## src/rtl/sdai_tick_gen.sv

```systemverilog
// shared constants of the sdram area interface and its memory clock divider
`timescale 1ns/1ns

package sdai_pkg;
  // command pins in the order chip select, row strobe, column strobe, write enable
  localparam logic [3:0]  CMD_DESEL   = 4'hF;
  localparam logic [3:0]  CMD_NOP     = 4'h7;
  localparam logic [3:0]  CMD_ACT     = 4'h3;
  localparam logic [3:0]  CMD_READ    = 4'h5;
  localparam logic [3:0]  CMD_WRITE   = 4'h4;
  localparam logic [3:0]  CMD_PRECHARGE_ALL_CMD    = 4'h2;
  localparam logic [3:0]  CMD_REF     = 4'h1;
  localparam logic [3:0]  CMD_MODE    = 4'h0;
  localparam logic [19:0] MODE_PAGE   = 20'hFFFC5;
  localparam logic [2:0]  AREA3_SEL   = 3'h3;
  localparam int          AP_PIN      = 12;
  localparam logic [3:0]  REF_COUNT   = 4'h8;
  localparam int          MEM_DIV     = 4;
  localparam logic [16:0] ADDR_RESET  = 17'h00000;
  localparam logic [3:0]  DQM_ACTIVE  = 4'h0;
  localparam logic [3:0]  DQM_IDLE    = 4'hF;
endpackage

module sdai_tick_gen #(
  parameter int DIV = sdai_pkg::MEM_DIV
) (
  input  wire logic clock,
  input  wire logic reset,
  output logic      firstPhase,
  output logic      tick,
  output logic      memClk
);
  logic [7:0] phase;
  logic [7:0] next_phase;

  assign next_phase = (phase == 8'(DIV - 1)) ? 8'h00 : phase + 8'h01;
  assign firstPhase = (phase == 8'h00);
  assign tick       = (phase == 8'(DIV - 1));

  always_ff @(posedge clock) begin
    if (reset) begin
      phase <= 8'h00;
    end else begin
      phase <= next_phase;
    end
  end

  // memory clock rises mid period so pins loaded in phase zero have settled
  always_ff @(posedge clock) begin
    if (reset) begin
      memClk <= 1'b0;
    end else begin
      memClk <= (next_phase >= 8'(DIV / 2));
    end
  end
endmodule

```

## src/rtl/sdai_area_ctrl.sv

```systemverilog
// sdram controller for chip-select area three on a 32-bit data bus
`timescale 1ns/1ns

// What this block does
// - handles parts with 11 to 13 row bits, 8 to 10 column bits, four banks
// - pin feeding memory A10 selects precharge mode in read and write commands
// - burst length is one; wide writes become back-to-back column commands, wide reads repeat read, wait and data
// - single-write and burst-write mode settings behave identically here
// - row phase drives address 23..11, column phase 14..2, on pins 14..2
// - column phase precharge pin carries a fixed level, not an address bit
// - a 16-bit write to the mode page triggers the mode register write
// - mode setup drives the low access address bits, e.g. 0x880 or 0x0C0
// - mode write starts with precharge-all then precharge-wait idle cycles
// - eight auto-refreshes follow, each trailed by refresh-recovery idle cycles
// - sequence ends with a mode-set command, address pins carry the value
// - reads start with row activate then activate-to-command wait cycles
// - read column command always requests auto precharge
// - cas latency minus one wait cycles sit between read and data
// - data captured in data cycle; bursts repeat read with auto precharge
// - one idle cycle always follows the last read data cycle
// - precharge-wait cycles follow read data before the access ends
// - memory lives in area three; address bit 29 only picks cached view
// - writes use auto precharge, then write-recovery and precharge waits
// - refresh-recovery code 10 gives five idle cycles
module sdai_area_ctrl #(
  parameter int DIV     = sdai_pkg::MEM_DIV,
  parameter int WORDS_W = 3
) (
  input  wire logic               clock,
  input  wire logic               reset,
  input  wire logic [1:0]         prechargeWait,
  input  wire logic [1:0]         actToCmdWait,
  input  wire logic [1:0]         casLatency,
  input  wire logic [1:0]         writeRecovery,
  input  wire logic [1:0]         refreshRecovery,
  input  wire logic               reqValid,
  input  wire logic               reqWrite,
  input  wire logic               reqHalf,
  input  wire logic [31:0]        reqAddr,
  input  wire logic [WORDS_W-1:0] reqWords,
  input  wire logic [31:0]        reqWData,
  output logic                    reqReady,
  output logic                    wrTake,
  output logic                    rdValid,
  output logic [31:0]             rdData,
  output logic                    busy,
  output logic                    memClk,
  output logic                    memCke,
  output logic                    memCsN,
  output logic                    memRasN,
  output logic                    memCasN,
  output logic                    memWeN,
  output logic [16:0]             memAddr,
  output logic [3:0]              memDqm,
  output logic [31:0]             memDqOut,
  output logic                    memDqOe,
  input  wire logic [31:0]        memDqIn
);
  typedef enum logic [3:0] {
    S_IDLE, S_PRECHARGE_ALL_CMD, S_REF, S_MRS, S_ACT, S_RD, S_DATA, S_TDE, S_WR, S_WAIT
  } sdai_state_t;

  sdai_state_t        state;
  sdai_state_t        retState;
  logic [3:0]         waitCnt;
  logic [3:0]         refLeft;
  logic [WORDS_W-1:0] wordsLeft;
  logic [23:0]        curAddr;
  logic               isWrite;
  logic [11:0]        modeLow;
  logic [3:0]         cmd;
  logic [31:0]        dqMeta;
  logic [31:0]        dqSync;
  logic               firstPhase;
  logic               tick;
  logic [3:0]         tRp;
  logic [3:0]         tRcd;
  logic [3:0]         casWait;
  logic [3:0]         write_recovery_field;
  logic [3:0]         tRc;
  logic               modeHit;
  logic               areaHit;

  sdai_tick_gen #(.DIV(DIV)) u_tick (
    .clock      (clock),
    .reset      (reset),
    .firstPhase (firstPhase),
    .tick       (tick),
    .memClk     (memClk)
  );

  function automatic logic [3:0] recoveryCycles(input logic [1:0] code);
    case (code)
      2'h0:    recoveryCycles = 4'h2;
      2'h1:    recoveryCycles = 4'h3;
      2'h2:    recoveryCycles = 4'h5;
      default: recoveryCycles = 4'h8;
    endcase
  endfunction

  // zero cycles skips the wait state altogether
  function automatic sdai_state_t pick(input logic [3:0] n, input sdai_state_t nxt);
    pick = (n == 4'h0) ? nxt : S_WAIT;
  endfunction

  // thirteen row pins and two bank pins cover every supported geometry
  function automatic logic [16:0] rowPins(input logic [23:0] a);
    rowPins = {a[23:22], a[21:9], 2'b00};
  endfunction

  function automatic logic [16:0] colPins(input logic [23:0] a);
    colPins = {a[23:22], a[12:11], 1'b1, a[9:0], 2'b00};
  endfunction

  assign tRp     = {2'b00, prechargeWait};
  assign tRcd    = {2'b00, actToCmdWait};
  assign casWait = {2'b00, casLatency};
  assign write_recovery_field    = {2'b00, writeRecovery};
  assign tRc     = recoveryCycles(refreshRecovery);

  // both mode-write variants decode the same way; only the area decode ignores bit 29
  assign modeHit = reqWrite && reqHalf
                   && (reqAddr[31:12] == sdai_pkg::MODE_PAGE);
  assign areaHit = (reqAddr[28:26] == sdai_pkg::AREA3_SEL);

  assign reqReady = tick && (state == S_IDLE);
  assign wrTake   = firstPhase && (state == S_WR);
  assign busy     = (state != S_IDLE);

  always_ff @(posedge clock) begin
    if (reset) begin
      state     <= S_IDLE;
      retState  <= S_IDLE;
      waitCnt   <= 4'h0;
      refLeft   <= 4'h0;
      wordsLeft <= '0;
      curAddr   <= 24'h000000;
      isWrite   <= 1'b0;
      modeLow   <= 12'h000;
    end else if (tick) begin
      case (state)
        S_IDLE: begin
          if (reqValid) begin
            curAddr   <= reqAddr[25:2];
            isWrite   <= reqWrite;
            modeLow   <= reqAddr[11:0];
            wordsLeft <= (reqWords == '0) ? WORDS_W'(1) : reqWords;
            if (modeHit) begin
              state <= S_PRECHARGE_ALL_CMD;
            end else if (areaHit) begin
              state <= S_ACT;
            end
          end
        end
        S_PRECHARGE_ALL_CMD: begin
          refLeft  <= sdai_pkg::REF_COUNT;
          state    <= pick(tRp, S_REF);
          retState <= S_REF;
          waitCnt  <= tRp - 4'h1;
        end
        S_REF: begin
          refLeft  <= refLeft - 4'h1;
          state    <= pick(tRc, (refLeft == 4'h1) ? S_MRS : S_REF);
          retState <= (refLeft == 4'h1) ? S_MRS : S_REF;
          waitCnt  <= tRc - 4'h1;
        end
        S_MRS: begin
          // recovery also guards the next activate after the mode set
          state    <= pick(tRc, S_IDLE);
          retState <= S_IDLE;
          waitCnt  <= tRc - 4'h1;
        end
        S_ACT: begin
          state    <= pick(tRcd, isWrite ? S_WR : S_RD);
          retState <= isWrite ? S_WR : S_RD;
          waitCnt  <= tRcd - 4'h1;
        end
        S_RD: begin
          state    <= pick(casWait, S_DATA);
          retState <= S_DATA;
          waitCnt  <= casWait - 4'h1;
        end
        S_DATA: begin
          if (wordsLeft > WORDS_W'(1)) begin
            wordsLeft <= wordsLeft - WORDS_W'(1);
            curAddr   <= curAddr + 24'h000001;
            state     <= S_RD;
          end else begin
            state <= S_TDE;
          end
        end
        S_TDE: begin
          state    <= pick(tRp, S_IDLE);
          retState <= S_IDLE;
          waitCnt  <= tRp - 4'h1;
        end
        S_WR: begin
          if (wordsLeft > WORDS_W'(1)) begin
            wordsLeft <= wordsLeft - WORDS_W'(1);
            curAddr   <= curAddr + 24'h000001;
          end else begin
            state    <= pick(write_recovery_field + tRp, S_IDLE);
            retState <= S_IDLE;
            waitCnt  <= write_recovery_field + tRp - 4'h1;
          end
        end
        S_WAIT: begin
          if (waitCnt == 4'h0) begin
            state <= retState;
          end else begin
            waitCnt <= waitCnt - 4'h1;
          end
        end
        default: begin
          state <= S_IDLE;
        end
      endcase
    end
  end

  // pins load in the first phase so they settle before the memory clock rises
  always_ff @(posedge clock) begin
    if (reset) begin
      cmd     <= sdai_pkg::CMD_DESEL;
      memAddr <= sdai_pkg::ADDR_RESET;
      memDqm  <= sdai_pkg::DQM_IDLE;
    end else if (firstPhase) begin
      memDqm <= busy ? sdai_pkg::DQM_ACTIVE : sdai_pkg::DQM_IDLE;
      case (state)
        S_PRECHARGE_ALL_CMD: begin
          cmd     <= sdai_pkg::CMD_PRECHARGE_ALL_CMD;
          memAddr <= 17'(1) << sdai_pkg::AP_PIN;
        end
        S_REF: begin
          cmd     <= sdai_pkg::CMD_REF;
          memAddr <= sdai_pkg::ADDR_RESET;
        end
        S_MRS: begin
          cmd     <= sdai_pkg::CMD_MODE;
          memAddr <= {5'h00, modeLow};
        end
        S_ACT: begin
          cmd     <= sdai_pkg::CMD_ACT;
          memAddr <= rowPins(curAddr);
        end
        S_RD: begin
          cmd     <= sdai_pkg::CMD_READ;
          memAddr <= colPins(curAddr);
        end
        S_WR: begin
          cmd     <= sdai_pkg::CMD_WRITE;
          memAddr <= colPins(curAddr);
        end
        default: begin
          cmd     <= busy ? sdai_pkg::CMD_NOP : sdai_pkg::CMD_DESEL;
          memAddr <= sdai_pkg::ADDR_RESET;
        end
      endcase
    end
  end

  assign memCsN  = cmd[3];
  assign memRasN = cmd[2];
  assign memCasN = cmd[1];
  assign memWeN  = cmd[0];

  always_ff @(posedge clock) begin
    if (reset) begin
      memCke <= 1'b0;
    end else begin
      memCke <= 1'b1;
    end
  end

  always_ff @(posedge clock) begin
    if (reset) begin
      memDqOut <= 32'h00000000;
      memDqOe  <= 1'b0;
    end else if (firstPhase) begin
      memDqOe <= (state == S_WR);
      if (state == S_WR) begin
        memDqOut <= reqWData;
      end
    end
  end

  // read data crosses from the pins through two flops before capture
  always_ff @(posedge clock) begin
    if (reset) begin
      dqMeta <= 32'h00000000;
      dqSync <= 32'h00000000;
    end else begin
      dqMeta <= memDqIn;
      dqSync <= dqMeta;
    end
  end

  always_ff @(posedge clock) begin
    if (reset) begin
      rdValid <= 1'b0;
      rdData  <= 32'h00000000;
    end else begin
      rdValid <= tick && (state == S_DATA);
      if (tick && (state == S_DATA)) begin
        rdData <= dqSync;
      end
    end
  end
endmodule

```

## config.mk

```make
export PLATFORM = sky130hd
export DESIGN_NAME = sdai_area_ctrl
export DESIGN_NICKNAME = d
export VERILOG_FILES = /design/src/rtl/sdai_tick_gen.sv /design/src/rtl/sdai_area_ctrl.sv
export SDC_FILE = /design/constraint.sdc
export NUM_CORES = 1
export LEC_CHECK = 0
export BUFFER_PORTS_ARGS = -buffer_cell sky130_fd_sc_hd__buf_2
export CORE_MARGIN = 10
export CORE_UTILIZATION = 58
export DETAILED_ROUTE_END_ITERATION = 10
export PLACE_DENSITY = 0.85
export SLEW_MARGIN = 30
export SYNTH_ARGS = -nofsm -noshare
export SYNTH_HDL_FRONTEND = slang
export SYNTH_HIERARCHICAL = 1
export SYNTH_SLANG_ARGS = --single-unit
```

## constraint.sdc

```tcl
create_clock -name clock -period 7.4 [get_ports clock]
set_clock_uncertainty 0.2 [all_clocks]
set_input_delay 1.48 -clock clock [delete_from_list [all_inputs] [get_ports clock]]
set_output_delay 1.48 -clock clock [all_outputs]
set_load 0.1 [all_outputs]
```

### Yosys cells after proc, flatten, opt, wreduce, memory -nomap -nowiden

Cells that the tools add are included.

* bits in registers: 221
* bits of input ports: 114
* output and inout port bits: 96

* $add $sub $neg: 11
* order comparisons: 2
* eq/ne operators: 21
* multiplexer cells: 36
* reductions and logical operators: 32

Operators with widths (number)
* 4-bit two-way mux: 18
* 4-bit one-hot mux with 6 select lines: 3
* 17-bit one-hot mux with 4 select lines: 1
* 24-bit two-way mux: 2
* 24-bit one-hot mux with 2 select lines: 1
* 4-bit one-hot mux with 10 select lines: 1
* 4-bit logical NOT: 7
* 24-bit by 1-bit adder with 24-bit output (second input constant): 1
* 20-bit equality test (second input constant): 1
* 4-bit by 3-bit equality test with 1-bit output (second input constant): 4
* 4-bit one-hot mux with 3 select lines: 1
* 6-bit nonzero test: 2
* 4-bit by 1-bit subtractor with 4-bit output (second input constant): 3
* 2-bit OR reduction: 5
* 3-bit two-way mux: 3
* 2-bit by 1-bit subtractor with 3-bit output (second input constant): 3
* 8-bit by 1-bit adder with 8-bit output (second input constant): 1
* 4-bit by 1-bit equality test with 1-bit output (second input constant): 2
* 4-bit by 2-bit equality test with 1-bit output (second input constant): 2
* 4-bit equality test (second input constant): 2
* 8-bit by 2-bit equality test with 1-bit output (second input constant): 1
* 8-bit by 2-bit >= comparator with 1-bit output (second input constant): 1
* 8-bit logical NOT: 1
* 8-bit two-way mux: 1
* other kinds (23): 35

### Longest topological paths before layout

* depth after elaboration: 5
* gate-level depth with buffers: 10
* mapped depth without buffers: 9

### Hierarchy

The synthesis kept the hierarchy.

Modules (own cells, without submodules)
* sdai_area_ctrl: instances 1, cells each 1023, area an instance 8629.5 um^2, sequential area each 4184.0 um^2
* sdai_tick_gen: instances 1, cells each 54, area an instance 475.5 um^2, sequential area each 180.2 um^2

### Worst setup path after synthesis

No wires, ideal clock.

* path kind: flip-flop to output port
* start point: register state[3]
* end point: output port reqReady
* arrival: 2842 ps
* path slack: 2878 ps
* stages on the path, launching flop included: 5
* buffers on the path: 1
* cell sequence: dfxtp_1 > buf_2 > nor4_2 > inv_1 > nor2_1

* cells in the longest elaborated chain, start to end: 2

Ends and longest elaborated chain
* from (decl): line sdai_area_ctrl.sv:63 `sdai_state_t state;`
* from (signal assigned): line sdai_area_ctrl.sv:157 `state <= pick(tRp, S_REF);`
* from (signal assigned): line sdai_area_ctrl.sv:163 `state <= pick(tRc, (refLeft == 4'h1) ? S_MRS : S_REF);`
* from (signal assigned): line sdai_area_ctrl.sv:169 `state <= pick(tRc, S_IDLE);`
* 4-bit logical NOT: line sdai_area_ctrl.sv:126 `assign reqReady = tick && (state == S_IDLE);`
* 1-bit logical AND: line sdai_area_ctrl.sv:126
* to (decl): line sdai_area_ctrl.sv:42 `output logic reqReady,`

No other way between the ends.

### Final worst setup path

* start point: register u_tick.phase[3]
* end point: output port wrTake

* cells in the longest elaborated chain, start to end: 2

Ends and longest elaborated chain
* from (decl): line sdai_tick_gen.sv:33 `logic [7:0] phase;`
* from (signal assigned): line sdai_tick_gen.sv:44 `phase <= next_phase;`
* 8-bit logical NOT: line sdai_tick_gen.sv:37 `assign firstPhase = (phase == 8'h00);`
* named net firstPhase: line sdai_area_ctrl.sv:74 `logic firstPhase;`
* 1-bit logical AND: line sdai_area_ctrl.sv:127 `assign wrTake = firstPhase && (state == S_WR);`
* to (decl): line sdai_area_ctrl.sv:43 `output logic wrTake,`

The timed path passes the listed nets, and every way through them passes these cells.

==> metrics.md <==
| Metric | Value |
|---|---|
| Die Area | `21100 um^2` |
| CTS Hold Bufs | `0` |
| Post-synth EDFFs | `0` |
| Crit-path max FO | `34` |
| Clk_lat worst skew | `0.51 ns` |
| Setup CP Type | `flop to output port` |
| Highest clock rate | `192 MHz` |
| Drt pass-1 iters | `6` |
| Initial core utilization | `59.5%` |
| Post-Route WL | `25100 um` |
| Cells after DPL | `1432` |
| Worst Path Required | `5.72 ns` |
| Peak supply drop | `0.195 mV` |
| Outcome | `complete, no violations` |
| Slew headroom | `33.8%` |
| Top post-synthesis cells by area | `dfxtp_1 (48%), nand2_1 (8.5%), a21oi_1 (7.0%)` |
| CTS tree | `built` |
| Synth cell types | `75` |
| PD cells | `235 nW/um^2` |
| CP Capture Type | `output port` |
| Vias in the first global route | `7947` |
| Worst setup SP type | `flop` |
| Core ar. | `15300 um^2` |
| Setup violators final | `0` |
| Sw Share | `23.4%` |
| Switch Pwr | `605 uW` |
| Row count | `45` |
| Final hold slack | `0.226 ns` |
| Setup bufs post-CTS | `0` |
| Synth top area share | `47.9%` |
| GRT Overall Usage | `22.5%` |
| Period utilization | `70.5%` |
| Int Pwr | `1980 uW` |
| Post-layout net count | `1380` |
| Clock power share | `45.7%` |
| Hold crit path type | `flop to flop` |
| Place WS | `2.50 ns` |
| Overall overflow remaining after global route | `0` |
| Final hold violation count | `0` |
| Die width | `145 um` |
| GR peak layer | `met2` |
| Root Driver | `clkbuf_16` |
| Yosys top cell by area | `dfxtp_1` |
| Fillcell total | `1221` |
| Post-Layout Cell Count | `1476` |
| Leak | `0.00442 uW` |
| Max-cap violations | `0` |
| H-tree depth | `1` |
| Async set-or-reset flop fraction in the synthesized netlist | `0%` |
| Antenna Nets Post-Route | `0` |
| CTS buffer count | `23` |
| Post-DR vias/cell | `5.61` |
| Met3 Use GR | `4.84%` |
| Worst Path Arrival | `3.54 ns` |
| First-pass GRT wire length | `40800 um` |
| WL/cell | `17.0 um` |
| Number of remaining DRC errors | `0` |
| Sink Count | `218` |
| Final WS setup | `2.18 ns` |
| Port Buf Inserts | `209` |
| Drt initial violations | `731` |
| GPL Wtd Cong | `0.960` |
| Chip height | `145 um` |
| Tightest Pin Transition | `0.989 ns` |
| RSZ-0062 raised after global routing | `false` |
| Seq cells post-synth | `218` |
| Total number of vias | `8273` |
| Met1 usage | `27.9%` |
| Final Critical Period | `5.22 ns` |
| Largest net degree at the start of global routing | `108` |
| Pins over their slew limit | `0` |
| Setup_tns | `0 ns` |
| R2R Setup Slk | `4.09 ns` |
| Synth Cell Area | `9100 um^2` |
| Synth Instances | `1077` |
| Share of the yosys chip area belonging to registers | `47.9%` |
| I/O pin count | `210` |
| Post_cts resized | `0` |
| HPWL Detailed | `17200 um` |
| Syn-to-layout area delta | `20.4%` |
| Combinational power share | `7.1%` |
| Synth Area per Inst | `8.45 um^2` |
| Synth Flop Type | `dfxtp_1` |
| Mapped Nets | `1211` |
| Register share of total power | `47.1%` |
| Met2 Usage GRT | `38.5%` |
| Worst-path clk slew | `0.06 ns` |
| Clock Tree Buf Depth | `3` |
| Ys Warns | `6` |
| Initial antenna violation count | `1` |
| Fraction of layout cells with a size suffix above 1 | `22.6%` |
[worst paths after layout]
| kind | startpoint | to | cells after the start |
|---|---|---|---|
| max | u_tick/phase[3] | wrTake | 7 |
| min | dqMeta[31] | dqSync[31] | 1 |
| max reg2reg | state[0] | memAddr[11] | 6 |
| min reg2reg | dqMeta[31] | dqSync[31] | 1 |
[cells by family after synthesis]
family	count (synthesis)	synth area share [%]
simple gates	449	23.9
compound gates	270	19.0
flops	218	47.9
buf+inv	108	5.15
fa+ha+maj	20	2.83
xor+xnor	8	0.770
mux	4	0.440
[critical path, stage by stage, from the launching register on]
cell and delay [ns]:
dfxtp_1 0.37, or4_4 0.59, nor3_2 0.14, and2_1 0.48, nand2_1 0.10, buf_4 0.27, clkinv_1 0.52, buf_2 0.55
[metrics by stage]
| stage | total power (uW) | area [um^2] | utilization, % |
|---|---|---|---|
| floorplan | 1360 | 9100 | - |
| global placement | 1420 | 10200 | 66.3 |
| detailed placement | 1420 | 10200 | 66.3 |
| CTS | 2590 | 10900 | 71.5 |
| global route | 2670 | 11000 | 71.6 |
| finish | 2580 | 11000 | 71.6 |
[flip-flops by register name, summed over array words and instances, names as in the netlist]
register       cells
rdData            32
memAddr           17
wordsLeft          3
memDqm             1
u_tick/phase       8
state              4
memCke             1
modeLow           12
waitCnt            4
isWrite            1
refLeft            4
memDqOut          32
rdValid            1
retState           4
dqSync            32
dqMeta            32
memDqOe            1
u_tick/memClk      1
curAddr           24
cmd                4
[layer usage]
metal	wire [um]	vias up
li1	-	4045
met1	10200	3865
met2	12400	316
met3	1800	47
met4	654	0
met5	0	-
[area by class of cell]
| cell class | instances | area, um^2 | area share (%) |
|---|---|---|---|
| multi-input combinational | 751 | 4280 | 39.0 |
| tap | 211 | 264 | 2.41 |
| sequential | 218 | 4360 | 39.8 |
| clock buffer | 33 | 683 | 6.23 |
| inverter | 33 | 124 | 1.13 |
| antenna | 2 | 5.00 | 0.0457 |
| clock inverter | 9 | 111 | 1.02 |
| timing repair buffer | 219 | 1130 | 10.3 |
[cell usage after synthesis (3+ instances only)]
master,n
a2bb2oi_1,15
nor2_1,67
xnor2_1,3
o22ai_1,7
clkbuf_1,48
nor2b_1,67
a211oi_1,14
clkinv_1,3
and2_1,4
a21oi_1,128
inv_1,30
o21bai_1,3
buf_1,3
nor4b_1,3
a22oi_1,5
a31oi_1,5
buf_6,3
buf_4,6
nor3_2,3
dfxtp_1,218
a21o_1,4
and4_1,3
or4_4,3
o31ai_1,3
a221o_1,3
nor3_1,19
nand2b_1,10
xor2_1,5
ha_1,19
o21a_1,4
nand3_1,28
nand2_1,206
mux2i_1,4
nand4_1,6
o21ai_0,36
buf_2,15
nor4_1,3
a222oi_1,10
a211oi_2,6
and3_1,9
[placed cells by master (no fill, tap or decap), drive strengths merged, types with 4 or more instances in the layout]
master | netlist | final
a222oi | 10 | 10
nand2b | 10 | 10
buf | 27 | 219
a2bb2oi | 15 | 15
a22oi | 5 | 5
nor2b | 67 | 67
and2 | 4 | 4
inv | 30 | 30
nor3 | 22 | 22
nor4 | 5 | 5
o21ai | 38 | 38
xor2 | 5 | 5
clkinv | 3 | 8
a21o | 4 | 4
a21oi | 128 | 128
ha | 19 | 19
clkbuf | 48 | 33
nand3 | 28 | 28
nor2 | 69 | 69
nand2 | 206 | 206
a31oi | 5 | 5
o21a | 4 | 4
mux2i | 4 | 4
dfxtp | 218 | 218
a211oi | 20 | 20
o22ai | 7 | 7
nand4 | 7 | 7
and3 | 10 | 10
[power groups by stage]
stage | logic (uW) | clock network, uW | registers (uW)
floorplan | 109 | 0 | 1260
global placement | 180 | 0 | 1240
detailed placement | 181 | 0 | 1240
CTS | 183 | 1190 | 1220
global route | 202 | 1250 | 1220
finish | 184 | 1180 | 1220
Note: power is estimated with default switching activity, not from simulation.
